### config.mk
export PLATFORM = sky130hd
export DESIGN_NAME = lcdic_core
export DESIGN_NICKNAME = d
export VERILOG_FILES = /design/src/verilog/lcdic_text_ram.v /design/src/verilog/lcdic_busy_timer.v /design/src/verilog/lcdic_core.v
export VERILOG_INCLUDE_DIRS = /design/src /design/src/verilog
export SDC_FILE = /design/constraint.sdc
export NUM_CORES = 1
export LEC_CHECK = 0
export ABC_AREA = 1
export BUFFER_PORTS_ARGS = -buffer_cell sky130_fd_sc_hd__buf_2
export CAP_MARGIN = 10
export CORE_AREA = 2 2 363 257
export CTS_BUF_LIST = sky130_fd_sc_hd__clkbuf_8
export DETAILED_ROUTE_END_ITERATION = 10
export DIE_AREA = 0 0 365 259
export PLACE_DENSITY_LB_ADDON = 0.08
export SKIP_LAST_GASP = 1
export SLEW_MARGIN = 20
export SYNTH_ARGS = -nofsm -noshare
export SYNTH_HDL_FRONTEND = slang
export SYNTH_SLANG_ARGS = --single-unit
### constraint.sdc
create_clock -name pclk -period 6.7 [get_ports pclk]
set_clock_uncertainty 0.2 [all_clocks]
set_input_delay 1.005 -clock pclk [delete_from_list [all_inputs] [get_ports pclk]]
set_output_delay 1.005 -clock pclk [all_outputs]
set_load 0.05 [all_outputs]
### src/verilog/lcdic_map.vh
// lcdic_map.vh - register offsets, field positions, reset values and timing
// assumes: included by the lcdic core module by bare name
`ifndef LCDIC_MAP_VH
`define LCDIC_MAP_VH

// ----------------------------------------------------------------------
// apb register byte offsets
// ----------------------------------------------------------------------
`define LCDIC_OFS_INSTR   4'h0
`define LCDIC_OFS_DATA    4'h4
`define LCDIC_OFS_STATUS  4'h8
`define LCDIC_OFS_FLAGS   4'hc

// ----------------------------------------------------------------------
// status register fields
// ----------------------------------------------------------------------
`define LCDIC_ST_BUSY     7

// ----------------------------------------------------------------------
// flags register fields
// ----------------------------------------------------------------------
`define LCDIC_FL_SHIFT    0
`define LCDIC_FL_INCR     1
`define LCDIC_FL_BLINK    2
`define LCDIC_FL_CURSOR   3
`define LCDIC_FL_DISP     4
`define LCDIC_FL_EXT      5
`define LCDIC_FL_WIDTH    6
`define LCDIC_FL_SCROLL   7
`define LCDIC_FL_AWAKE    8
`define LCDIC_FL_GRAPH    9
`define LCDIC_FL_INVSEL   10
`define LCDIC_FL_INVLN    12
`define LCDIC_FL_WIN      16

// ----------------------------------------------------------------------
// reset values
// ----------------------------------------------------------------------
`define LCDIC_RST_INCR    1'b1
`define LCDIC_RST_SHIFT   1'b0
`define LCDIC_RST_DISP    1'b0
`define LCDIC_RST_CURSOR  1'b0
`define LCDIC_RST_BLINK   1'b0
`define LCDIC_RST_WIDTH   1'b1
`define LCDIC_RST_EXT     1'b0
`define LCDIC_RST_SCROLL  1'b0
`define LCDIC_RST_INVSEL  2'h0
`define LCDIC_RST_INVLN   4'h0
`define LCDIC_RST_AWAKE   1'b1
`define LCDIC_RST_GRAPH   1'b0
`define LCDIC_RST_AC      7'h00

// ----------------------------------------------------------------------
// ram contents and timing
// ----------------------------------------------------------------------
`define LCDIC_SPACE_CODE  8'h20
`define LCDIC_HOME_AC     7'h00
`define LCDIC_CLK_MHZ     200
`define LCDIC_T_CLEAR_US  1600
`define LCDIC_T_SHORT_US  72
`define LCDIC_CYC_CLEAR   (`LCDIC_T_CLEAR_US * `LCDIC_CLK_MHZ)
`define LCDIC_CYC_SHORT   (`LCDIC_T_SHORT_US * `LCDIC_CLK_MHZ)

`endif

### src/verilog/lcdic_text_ram.v
// lcdic_text_ram.v - character ram, one write port, registered read port
// assumes: single clock, clock enable freezes writes and the read register
`timescale 1ns/10ps
module lcdic_text_ram #(
	parameter AW = 7,
	parameter DW = 8
) (
	input  wire          pclk,
	input  wire          clk_en,
	input  wire          we,
	input  wire [AW-1:0] waddr,
	input  wire [DW-1:0] wdata,
	input  wire [AW-1:0] raddr,
	output reg  [DW-1:0] rdata_ff
);

reg [DW-1:0] mem [0:(1<<AW)-1];

always @(posedge pclk) begin
	if (clk_en) begin
		if (we) begin
			mem[waddr] <= wdata;
		end
		rdata_ff <= mem[raddr];
	end
end

endmodule

### src/verilog/lcdic_busy_timer.v
// lcdic_busy_timer.v - execution-time down counter behind the pending flag
// assumes: start is a one-cycle pulse from the instruction decoder
`timescale 1ns/10ps
module lcdic_busy_timer #(
	parameter CW = 20
) (
	input  wire          pclk,
	input  wire          presetn,
	input  wire          clk_en,
	input  wire          start,
	input  wire [CW-1:0] load_val,
	output wire          busy
);

reg [CW-1:0] cnt_ff;

assign busy = (cnt_ff != {CW{1'b0}});

always @(posedge pclk or negedge presetn) begin
	if (!presetn) begin
		cnt_ff <= {CW{1'b0}};
	end else if (clk_en) begin
		if (start) begin
			cnt_ff <= load_val;
		end else if (busy) begin
			cnt_ff <= cnt_ff - {{(CW-1){1'b0}}, 1'b1};
		end
	end
end

endmodule

### src/verilog/lcdic_core.v
// lcdic_core.v - instruction interpreter of the dot-matrix display controller
// assumes: apb master on pclk; char ram and busy timer instantiated here
`timescale 1ns/10ps
`include "lcdic_map.vh"
module lcdic_core #(
	parameter AW         = 12,
	parameter ACW        = 7,
	parameter CW         = 20,
	parameter CYC_CLEAR  = `LCDIC_CYC_CLEAR,
	parameter CYC_SHORT  = `LCDIC_CYC_SHORT
) (
	input  wire          pclk,
	input  wire          presetn,
	input  wire          clk_en,
	input  wire          psel,
	input  wire          penable,
	input  wire          pwrite,
	input  wire [AW-1:0] paddr,
	input  wire [31:0]   pwdata,
	output reg  [31:0]   prdata,
	output reg           pready,
	output reg           pslverr,
	output reg           disp_on,
	output reg           cursor_on,
	output reg           blink_on,
	output reg           graphic_on,
	output reg           awake,
	output reg  [3:0]    inverted_lines,
	output reg  [ACW-1:0] window_ofs
);

// ----------------------------------------------------------------------
// state
// ----------------------------------------------------------------------
localparam ST_IDLE = 2'b01;
localparam ST_FILL = 2'b10;

reg [1:0]     state_ff;
reg [ACW-1:0] addr_counter_ff;
reg [ACW-1:0] fill_addr_ff;
reg           incr_dir_ff;
reg           shift_en_ff;
reg           bus_width_select_ff;
reg           ext_set_select_ff;
reg           scroll_target_select_ff;
reg [1:0]     invert_sel_ff;

wire          busy_cnt;
wire          op_pending_flag;
wire [7:0]    ram_rdata;
wire          acc_done;
wire          addr_ok;
wire          wr_instr;
wire          wr_data;
wire          rd_data;
wire          accept_instr;
wire          accept_data;
wire [7:0]    ins;
wire          is_clear;
wire          is_home;
wire          is_entry;
reg           timer_start;
reg  [CW-1:0] timer_load;
reg           ram_we;
reg  [ACW-1:0] ram_waddr;
reg  [7:0]    ram_wdata;
reg  [31:0]   nxt_rdata;
reg  [ACW-1:0] ac_step;
reg  [ACW-1:0] win_step;

localparam [CW-1:0] LOAD_CLEAR = CYC_CLEAR[CW-1:0];
localparam [CW-1:0] LOAD_SHORT = CYC_SHORT[CW-1:0];
localparam [ACW-1:0] ONE_AC    = {{(ACW-1){1'b0}}, 1'b1};

// ----------------------------------------------------------------------
// apb decode
// ----------------------------------------------------------------------
assign acc_done = psel & penable & pready;
assign addr_ok  = (paddr[AW-1:4] == {(AW-4){1'b0}}) & (paddr[1:0] == 2'b00);
assign wr_instr = acc_done & pwrite & addr_ok & (paddr[3:0] == `LCDIC_OFS_INSTR);
assign wr_data  = acc_done & pwrite & addr_ok & (paddr[3:0] == `LCDIC_OFS_DATA);
assign rd_data  = acc_done & ~pwrite & addr_ok & (paddr[3:0] == `LCDIC_OFS_DATA);
assign ins      = pwdata[7:0];

// fill keeps the flag up even if the timer ran out first
assign op_pending_flag = busy_cnt | state_ff[1];
assign accept_instr    = wr_instr & ~op_pending_flag;
assign accept_data     = (wr_data | rd_data) & ~op_pending_flag;

// ----------------------------------------------------------------------
// basic-set instruction classes
// ----------------------------------------------------------------------
assign is_clear = ~ext_set_select_ff & (ins == 8'h01);
assign is_home  = ~ext_set_select_ff & (ins[7:1] == 7'h01);
assign is_entry = ~ext_set_select_ff & (ins[7:2] == 6'h01);

// ----------------------------------------------------------------------
// readback mux
// ----------------------------------------------------------------------
always @* begin
	nxt_rdata = 32'h0000_0000;
	case (paddr[3:0])
	`LCDIC_OFS_DATA: begin
		nxt_rdata[7:0] = ram_rdata;
	end
	`LCDIC_OFS_STATUS: begin
		nxt_rdata[ACW-1:0]        = addr_counter_ff;
		nxt_rdata[`LCDIC_ST_BUSY] = op_pending_flag;
	end
	`LCDIC_OFS_FLAGS: begin
		nxt_rdata[`LCDIC_FL_SHIFT]  = shift_en_ff;
		nxt_rdata[`LCDIC_FL_INCR]   = incr_dir_ff;
		nxt_rdata[`LCDIC_FL_BLINK]  = blink_on;
		nxt_rdata[`LCDIC_FL_CURSOR] = cursor_on;
		nxt_rdata[`LCDIC_FL_DISP]   = disp_on;
		nxt_rdata[`LCDIC_FL_EXT]    = ext_set_select_ff;
		nxt_rdata[`LCDIC_FL_WIDTH]  = bus_width_select_ff;
		nxt_rdata[`LCDIC_FL_SCROLL] = scroll_target_select_ff;
		nxt_rdata[`LCDIC_FL_AWAKE]  = awake;
		nxt_rdata[`LCDIC_FL_GRAPH]  = graphic_on;
		nxt_rdata[`LCDIC_FL_INVSEL+1:`LCDIC_FL_INVSEL] = invert_sel_ff;
		nxt_rdata[`LCDIC_FL_INVLN+3:`LCDIC_FL_INVLN]   = inverted_lines;
		nxt_rdata[`LCDIC_FL_WIN+ACW-1:`LCDIC_FL_WIN]   = window_ofs;
	end
	default: begin
		nxt_rdata = 32'h0000_0000;
	end
	endcase
	if (!addr_ok) begin
		nxt_rdata = 32'h0000_0000;
	end
end

// ----------------------------------------------------------------------
// execution time and ram port
// ----------------------------------------------------------------------
always @* begin
	timer_start = accept_instr | accept_data;
	timer_load  = LOAD_SHORT;
	if (accept_instr && is_clear) begin
		timer_load = LOAD_CLEAR;
	end
	// fill runs one word a cycle; the pending flag stays up through it whatever the clear load
	ram_we    = state_ff[1] | (accept_data & pwrite);
	ram_waddr = state_ff[1] ? fill_addr_ff : addr_counter_ff;
	ram_wdata = state_ff[1] ? `LCDIC_SPACE_CODE : pwdata[7:0];
end

// ----------------------------------------------------------------------
// address counter and window step
// ----------------------------------------------------------------------
always @* begin
	ac_step  = incr_dir_ff ? addr_counter_ff + ONE_AC : addr_counter_ff - ONE_AC;
	win_step = incr_dir_ff ? window_ofs + ONE_AC : window_ofs - ONE_AC;
end

lcdic_busy_timer #(
	.CW       (CW)
) u_busy (
	.pclk     (pclk),
	.presetn  (presetn),
	.clk_en   (clk_en),
	.start    (timer_start),
	.load_val (timer_load),
	.busy     (busy_cnt)
);

lcdic_text_ram #(
	.AW       (ACW),
	.DW       (8)
) u_ram (
	.pclk     (pclk),
	.clk_en   (clk_en),
	.we       (ram_we),
	.waddr    (ram_waddr),
	.wdata    (ram_wdata),
	.raddr    (addr_counter_ff),
	.rdata_ff (ram_rdata)
);

// ----------------------------------------------------------------------
// apb answer: one wait cycle per access
// ----------------------------------------------------------------------
always @(posedge pclk or negedge presetn) begin
	if (!presetn) begin
		pready  <= 1'b0;
		pslverr <= 1'b0;
		prdata  <= 32'h0000_0000;
	end else if (clk_en) begin
		// refused accesses are still answered, only their effect is dropped
		pready  <= psel & penable & ~pready;
		pslverr <= psel & penable & ~pready & ~addr_ok;
		if (psel && penable && !pready && !pwrite) begin
			prdata <= nxt_rdata;
		end
	end
end

// ----------------------------------------------------------------------
// instruction interpreter
// ----------------------------------------------------------------------
always @(posedge pclk or negedge presetn) begin
	if (!presetn) begin
		state_ff                <= ST_IDLE;
		fill_addr_ff            <= {ACW{1'b0}};
		addr_counter_ff         <= `LCDIC_RST_AC;
		incr_dir_ff             <= `LCDIC_RST_INCR;
		shift_en_ff             <= `LCDIC_RST_SHIFT;
		disp_on                 <= `LCDIC_RST_DISP;
		cursor_on               <= `LCDIC_RST_CURSOR;
		blink_on                <= `LCDIC_RST_BLINK;
		bus_width_select_ff     <= `LCDIC_RST_WIDTH;
		ext_set_select_ff       <= `LCDIC_RST_EXT;
		scroll_target_select_ff <= `LCDIC_RST_SCROLL;
		invert_sel_ff           <= `LCDIC_RST_INVSEL;
		inverted_lines          <= `LCDIC_RST_INVLN;
		awake                   <= `LCDIC_RST_AWAKE;
		graphic_on              <= `LCDIC_RST_GRAPH;
		window_ofs              <= {ACW{1'b0}};
	end else if (clk_en) begin
		case (state_ff)
		ST_FILL: begin
			fill_addr_ff <= fill_addr_ff + ONE_AC;
			if (fill_addr_ff == {ACW{1'b1}}) begin
				state_ff <= ST_IDLE;
			end
		end
		ST_IDLE: begin
			if (accept_data) begin
				addr_counter_ff <= ac_step;
				if (shift_en_ff) begin
					window_ofs <= win_step;
				end
			end
			if (accept_instr) begin
				if (ins[7]) begin
					addr_counter_ff <= ins[ACW-1:0];
				end else if (ins[6]) begin
					addr_counter_ff <= {1'b0, ins[5:0]};
				end else if (ins[5]) begin
					bus_width_select_ff <= ins[4];
					ext_set_select_ff   <= ins[2];
					if (ext_set_select_ff) begin
						graphic_on <= ins[1];
					end
				end else if (ins[4]) begin
					addr_counter_ff <= addr_counter_ff;
				end else if (ins[3]) begin
					if (ext_set_select_ff) begin
						awake <= ins[2];
					end else begin
						disp_on   <= ins[2];
						cursor_on <= ins[1];
						blink_on  <= ins[0];
					end
				end else if (ins[2]) begin
					if (ext_set_select_ff) begin
						invert_sel_ff <= ins[1:0];
						inverted_lines[ins[1:0]] <= ~inverted_lines[ins[1:0]];
					end else if (is_entry) begin
						incr_dir_ff <= ins[1];
						shift_en_ff <= ins[0];
					end
				end else if (ins[1]) begin
					if (ext_set_select_ff) begin
						scroll_target_select_ff <= ins[0];
					end else if (is_home) begin
						addr_counter_ff <= `LCDIC_HOME_AC;
					end
				end else if (is_clear) begin
					addr_counter_ff <= `LCDIC_HOME_AC;
					incr_dir_ff     <= 1'b1;
					fill_addr_ff    <= {ACW{1'b0}};
					state_ff        <= ST_FILL;
				end
			end
		end
		default: begin
			state_ff <= ST_IDLE;
		end
		endcase
	end
end

endmodule

==> results of run 1 <==
-- logic make-up (layout without fill, tap and decap cells) --
logic type	after synthesis	count (layout)	synth area share, %
buf+inv	357	503	3.13
simple gates	2651	2651	24.4
compound gates	103	103	1.20
fa+ha+maj	15	15	0.430
flops	1116	1116	70.2
xor+xnor	32	32	0.595
other cells	1	11	0.00796
-- worst max-delay path, delay by kind of cell, from the launching register on --
kind            cells  cell delay (ps)
buf+inv             2              550
simple gates        3             1550
compound gates      1              540
flops               1              890
-- routing by layer --
| metal | up-vias | share of wire [%] |
|---|---|---|
| met1 | 15300 | 46 |
| met2 | 1393 | 42 |
| met3 | 207 | 9.0 |
| li1 | 15000 | - |
| met4 | 0 | 2.5 |
| met5 | - | 0 |
-- cell type report --
| type | count | area, sq um |
|---|---|---|
| Clock inverter | 125 | 657 |
| Tap cell | 1235 | 1550 |
| Clock buffer | 174 | 2390 |
| Inverter | 102 | 400 |
| Fill cell | 7883 | 39800 |
| Timing Repair Buffer | 102 | 713 |
| Sequential cell | 1116 | 33100 |
| Antenna cell | 2 | 5.00 |
| Multi-Input combinational cell | 2810 | 12600 |
-- state kept, by name, summed over array words and instances, names as in the netlist, 4 cells and up --
signal,flops
addr_counter_ff,7
fill_addr_ff,7
inverted_lines,4
prdata,23
u_busy.cnt_ff,20
u_ram.mem,1024
u_ram.rdata_ff,8
window_ofs,7
-- cell usage in the layout, fill, tap and decap left out, types with 9 or more instances in the layout --
cell and n:
a21oi_1 18, buf_2 65, buf_4 28, clkbuf_8 174
clkinv_1 42, clkinv_2 10, conb_1 9, dfrtp_1 76
edfxtp_1 1032, ha_1 13, inv_1 151, nand2_1 1347
nand3_1 1012, nand4_1 20, nor2_1 224, nor2_4 11
nor3_1 14, o21ai_0 68, xnor2_1 11, xor2_1 21
-- power groups by stage --
stage               registers, uW  clock network [uW]  logic (uW)
global route                 8260                5590        1690
CTS                          8250                5310        1550
global placement             8390                   0        1530
detailed placement           8390                   0        1550
floorplan                    8430                   0         834
finish                       8250                5240        1550
-- through the flow --
stage	total power, uW	utilization (%)
final	15000	56.4
after CTS	15100	56.4
after floorplan	9270	-
after global routing	15500	56.4
after detailed placement	9940	53.0
after global placement	9930	53.0
-- path summary, 6_finish.rpt --
check	start	to	slack, ps
worst max-delay path	addr_counter_ff[0]	u_ram.mem[39][4]	2580
worst min-delay path	pwdata[4]	bus_width_select_ff	240
worst max register to register	addr_counter_ff[0]	u_ram.mem[39][4]	2580
worst min register to register	prdata[8]	prdata[8]	280
max in group asynchronous	presetn	addr_counter_ff[1]	4700
min in group asynchronous	presetn	prdata[17]	360
==> flow_summary_export.csv, run 1 <==
group,metric,value,unit
cts,ctsResizeCount,0,
sta,setup_viol,0,
die,fp.dieW,365,um
synth,synthTopCellsByArea,"edfxtp_1, nand3_1, nand2_1",
synth,async_flop_share,7.53,%
setup_path,end_kind,"flip-flop",
synth,yosysUniqueCellTypes,40,
synth,ys_seq_area_share,70.2,%
power,intPower,11000,uW
setup_path,path_class,"flip-flop to flip-flop",
setup_path,ff2ff_path_depth,6,
sta,hold_viol,0,
setup_path,arrival,4410,ps
global_route,overflow,0,
sta,slew_viol_final,0,
global_route,grt_usage,27.3,%
die,die_h,259,um
setup_path,cpMostUsedCell,"nor2_1",
synth,yosysMostFrequentCell,"nand2_1",
final_layout,design_area,51500,sq um
cts,cts-hold-fix-buffers,1,
global_route,grt_max_degree,208,
setup_path,slowest_stage,"dfrtp_4",
sta,setup_ws,2580,ps
die,row_count,93,
global_route,met1_usage,43.2,%
drt,drt-total-wl,129,mm
die,die-area,94500,sq um
global_route,grt_use_met2,37.6,%
synth,syn_area,47100,sq um
place,place_congestion,0.890,
power,leakage,0.0188,uW
synth,postSynthAreaPerCell,11.0,sq um
outcome,outcome,"finished clean",
cts,cts_tree,"yes",
cts,cts.htree.levels,4,
setup_path,cp_cell_sequence,"inv_8 -> o21ai_0 -> inv_1 -> nor2_1 -> nand3_4 -> nor2_1",
cts,clk_pin_slew,60,ps
place,port_buffers,66,
place,pre_cts_ws,2240,ps
sta,rsz0062_at_grt,"false",
place,dpl_cell_area,48400,sq um
setup_path,path_max_fanout,89,
cts,clk_latency,880,ps
drt,routed_via_density,5.62,
final_layout,fin_cells,5666,
sta,max_freq,0.242,GHz
power,p_per_area,292,nW/um^2
global_route,met3_usage,5.53,%
sta,period_needed,4120,ps
min_path,min_path_cells,3,
drt,first_pass_iters,7,
synth,yosysTopAreaCellShare,65.8,%
final_layout,fin_nets,4367,
drt,drc,0,
synth,synth_warnings,0,
cts,cts-root-buf,"clkbuf_8",
final_layout,post_route_cells_drive_above_1_share,7.95,%
synth,ys_seq_elements,1116,
flow_run,max_cap_violations,0,
sta,setup-tns-final,0,ps
setup_path,start_kind,"flip-flop",
sta,timing.slew.headroom,22.7,%
global_route,grt_pass1_wl,191,mm
power,pwr-share-seq,54.9,%
cts,cts_buffers,170,
power,peakVddDrop,251,uV
power,comb_power_share,10.3,%
global_route,grt_pass1_vias,29700,
die,coreArea,91200,sq um
setup_path,cp_slowest_stage_delay,890,ps
cts,cts_setup_buffers,0,
cts,clock-sinks,1116,
final_layout,area_delta_synth_final,9.22,%
global_route,antenna_found_initial,1,
sta,tightest_slew,1160,ps
cts,clock_tree.buffer_depth,3,
power,p_sw,4050,uW
synth,synth-edff-count,1032,
drt,antenna_left,0,
synth,yosys.area.top_type,"edfxtp_1",
sta,whs,243,ps
die,start_util,51.6,%
synth,synth_flop_cell,"edfxtp_1",
die,io_pins,100,
synth,netlist_instances,4275,
place,hpwlAfterDp,70.7,mm
drt,drtIter0Drc,4061,
setup_path,required,6980,ps
power,pwr-share-clk,34.8,%
global_route,grt.busiest_layer,"met1",
min_path,hold_path_class,"input port to flip-flop",
power,sw_frac_of_total,26.9,%
synth,ys_top_cells_by_count,"nand2_1, edfxtp_1, nand3_1, nor2_1, clkbuf_1",
place,dp.cells,5363,
drt,routedWlPerCell,22.7,um
sta,post-route-period-util,61.6,%
drt,vias,31800,
Note: power is estimated with default switching activity, not from simulation.
==> inputs of run 2 (changes only) <==
==> constraint.sdc (replaced) <==
create_clock -name pclk -period 3.6 [get_ports pclk]
set_clock_uncertainty 0.2 [all_clocks]
set_input_delay 0.54 -clock pclk [delete_from_list [all_inputs] [get_ports pclk]]
set_output_delay 0.54 -clock pclk [all_outputs]
set_load 0.05 [all_outputs]
==> run 2 against run 1 <==
Sequential power rose by 87%. Clock power rose by 82%. Sequential cell count did not move. Routed wire length rose by 1.9%. Via count rose by 3.2%. Largest power group unchanged.
==> flow_summary_export.csv, run 2 (synthesized netlist as in run 1, its figures left out) <==
group,metric,value,unit
final_layout,final_cell_mix,"nand2_1, edfxtp_1, nand3_1, nor2_1, buf_4",
die,die-area,94500,sq um
place,hpwlAfterDp,76.2,mm
die,io_pins,100,
sta,setup_ws,231,ps
power,leakage,0.0199,uW
final_layout,design_area,53200,sq um
global_route,grt_pass1_vias,31000,
setup_path,path_max_fanout,10,
place,dpl_cell_area,50000,sq um
cts,cts.htree.levels,4,
sta,rsz0062_at_grt,"false",
place,place_congestion,0.881,
place,dp.cells,5543,
drt,drt-total-wl,131,mm
sta,slew_viol_final,0,
drt,antenna_left,0,
setup_path,end_kind,"flip-flop",
power,peakVddDrop,416,uV
setup_path,ff2ff_path_depth,13,
place,pre_cts_ws,187,ps
die,row_count,93,
drt,routedWlPerCell,22.3,um
cts,clk_latency,870,ps
flow_run,max_cap_violations,0,
power,p_per_area,528,nW/um^2
setup_path,r2r-end,"u_ram.mem[13][6]",
global_route,grt_max_degree,187,
die,die_h,259,um
final_layout,area_delta_synth_final,12.9,%
drt,first_pass_iters,6,
setup_path,rrSetupSlack,230,ps
sta,setup_viol,0,
sta,period_needed,3370,ps
cts,clock_tree.buffer_depth,3,
power,total_power,28100,uW
setup_path,required,3960,ps
cts,clock-sinks,1116,
final_layout,fin_nets,4560,
outcome,outcome,"finished clean",
final_layout,fin_cells,5869,
cts,clk_pin_slew,70,ps
final_layout,largest_reg_flops,1024,
sta,tightest_slew,906,ps
die,fp.dieW,365,um
drt,drtIter0Drc,4104,
final_layout,reg_top3,"u_ram.mem x1024, prdata x23, u_busy.cnt_ff x20",
final_layout,fillers,7800,
sta,max_freq,0.297,GHz
min_path,hold_path_class,"input port to asynchronous set/reset pin",
die,coreArea,91200,sq um
cts,cts-root-buf,"clkbuf_8",
setup_path,arrival,3730,ps
drt,drc,0,
setup_path,path_class,"flip-flop to flip-flop",
cts,cts_tree,"yes",
die,start_util,51.6,%
final_layout,utilization,58.3,%
sta,hold_viol,0,
drt,routed_via_density,5.59,
cts,cts_buffers,169,
sta,timing.slew.headroom,39.6,%
sta,post-route-period-util,93.6,%
place,port_buffers,66,
final_layout,post_route_cells_drive_above_1_share,11.9,%
global_route,antenna_found_initial,1,
setup_path,r2r-start,"u_busy.cnt_ff[0]",
global_route,grt_pass1_wl,195,mm
global_route,grt_usage,27.8,%
setup_path,start_kind,"flip-flop",
final_layout,regMostFlops,"u_ram.mem",
global_route,overflow,0,
drt,vias,32800,
final_layout,mostFrequentLayoutCell,"nand2_1",
[run 2: where the power goes]
group          leakage, uW  switching (uW)  internal [uW]
Clock              0.00175            5000           4550
Combinational      0.00772            2500            694
Sequential          0.0104             182          15200
Total               0.0199            7680          20400
[run 2: cell type report]
cell class,count,area [sq um],share of cell area [%]
Tap cell,1235,1550,2.91
Antenna cell,2,5.00,0.00941
Sequential cell,1116,33100,62.3
Clock inverter,132,589,1.11
Multi-Input combinational cell,2810,12700,23.8
Inverter,102,400,0.753
Timing Repair Buffer,296,2440,4.59
Clock buffer,176,2420,4.56
[run 2: timing repair]
| item | 4_1_cts | 5_1_grt |
|---|---|---|
| setup endpoints to repair | 0 | 133 |
| resized for setup | 0 | 10 |
| hold buffers | 13 | 0 |
| endpoints found under the hold margin | 85 | 0 |
| buffers inserted | 0 | 3 |
[run 2: per-stage QoR]
step	hold WS (ps)	setup TNS [ps]
floorplan	44.4	-926630
global placement	256	0
detailed placement	263	0
CTS	46.5	0
global route	139	0
finish	92.8	0
[run 2: critical path, cell delays in order, from the launching register on]
cell	delay (ps)
dfrtp_1	400
inv_1	110
ha_1	300
nand3_1	110
nor2_1	180
nand3b_4	130
nor2_4	150
nand2_4	100
o21ai_4	180
buf_12	150
nand3_4	310
buf_4	330
nor2_1	170
buf_4	210
[run 2: worst max-delay path by stage]
stage                           from           endpoint  slack [ps]
floorplan                state_ff[1]    u_ram.mem[0][7]       -1210
global placement    u_busy.cnt_ff[0]  u_ram.mem[100][5]         220
detailed placement  u_busy.cnt_ff[0]   u_ram.mem[13][0]         190
CTS                 u_busy.cnt_ff[0]   u_ram.mem[13][6]         160
global route        u_busy.cnt_ff[0]   u_ram.mem[53][0]          70
finish              u_busy.cnt_ff[0]   u_ram.mem[13][6]         230
[run 2: routing by layer]
metal	vias up	GRT usage, %	wire length (um)
li1	15400	-	-
met1	16000	43.6	60700
met2	1353	38.9	55700
met3	143	6.14	12200
met4	0	7.67	2300
met5	-	0	0
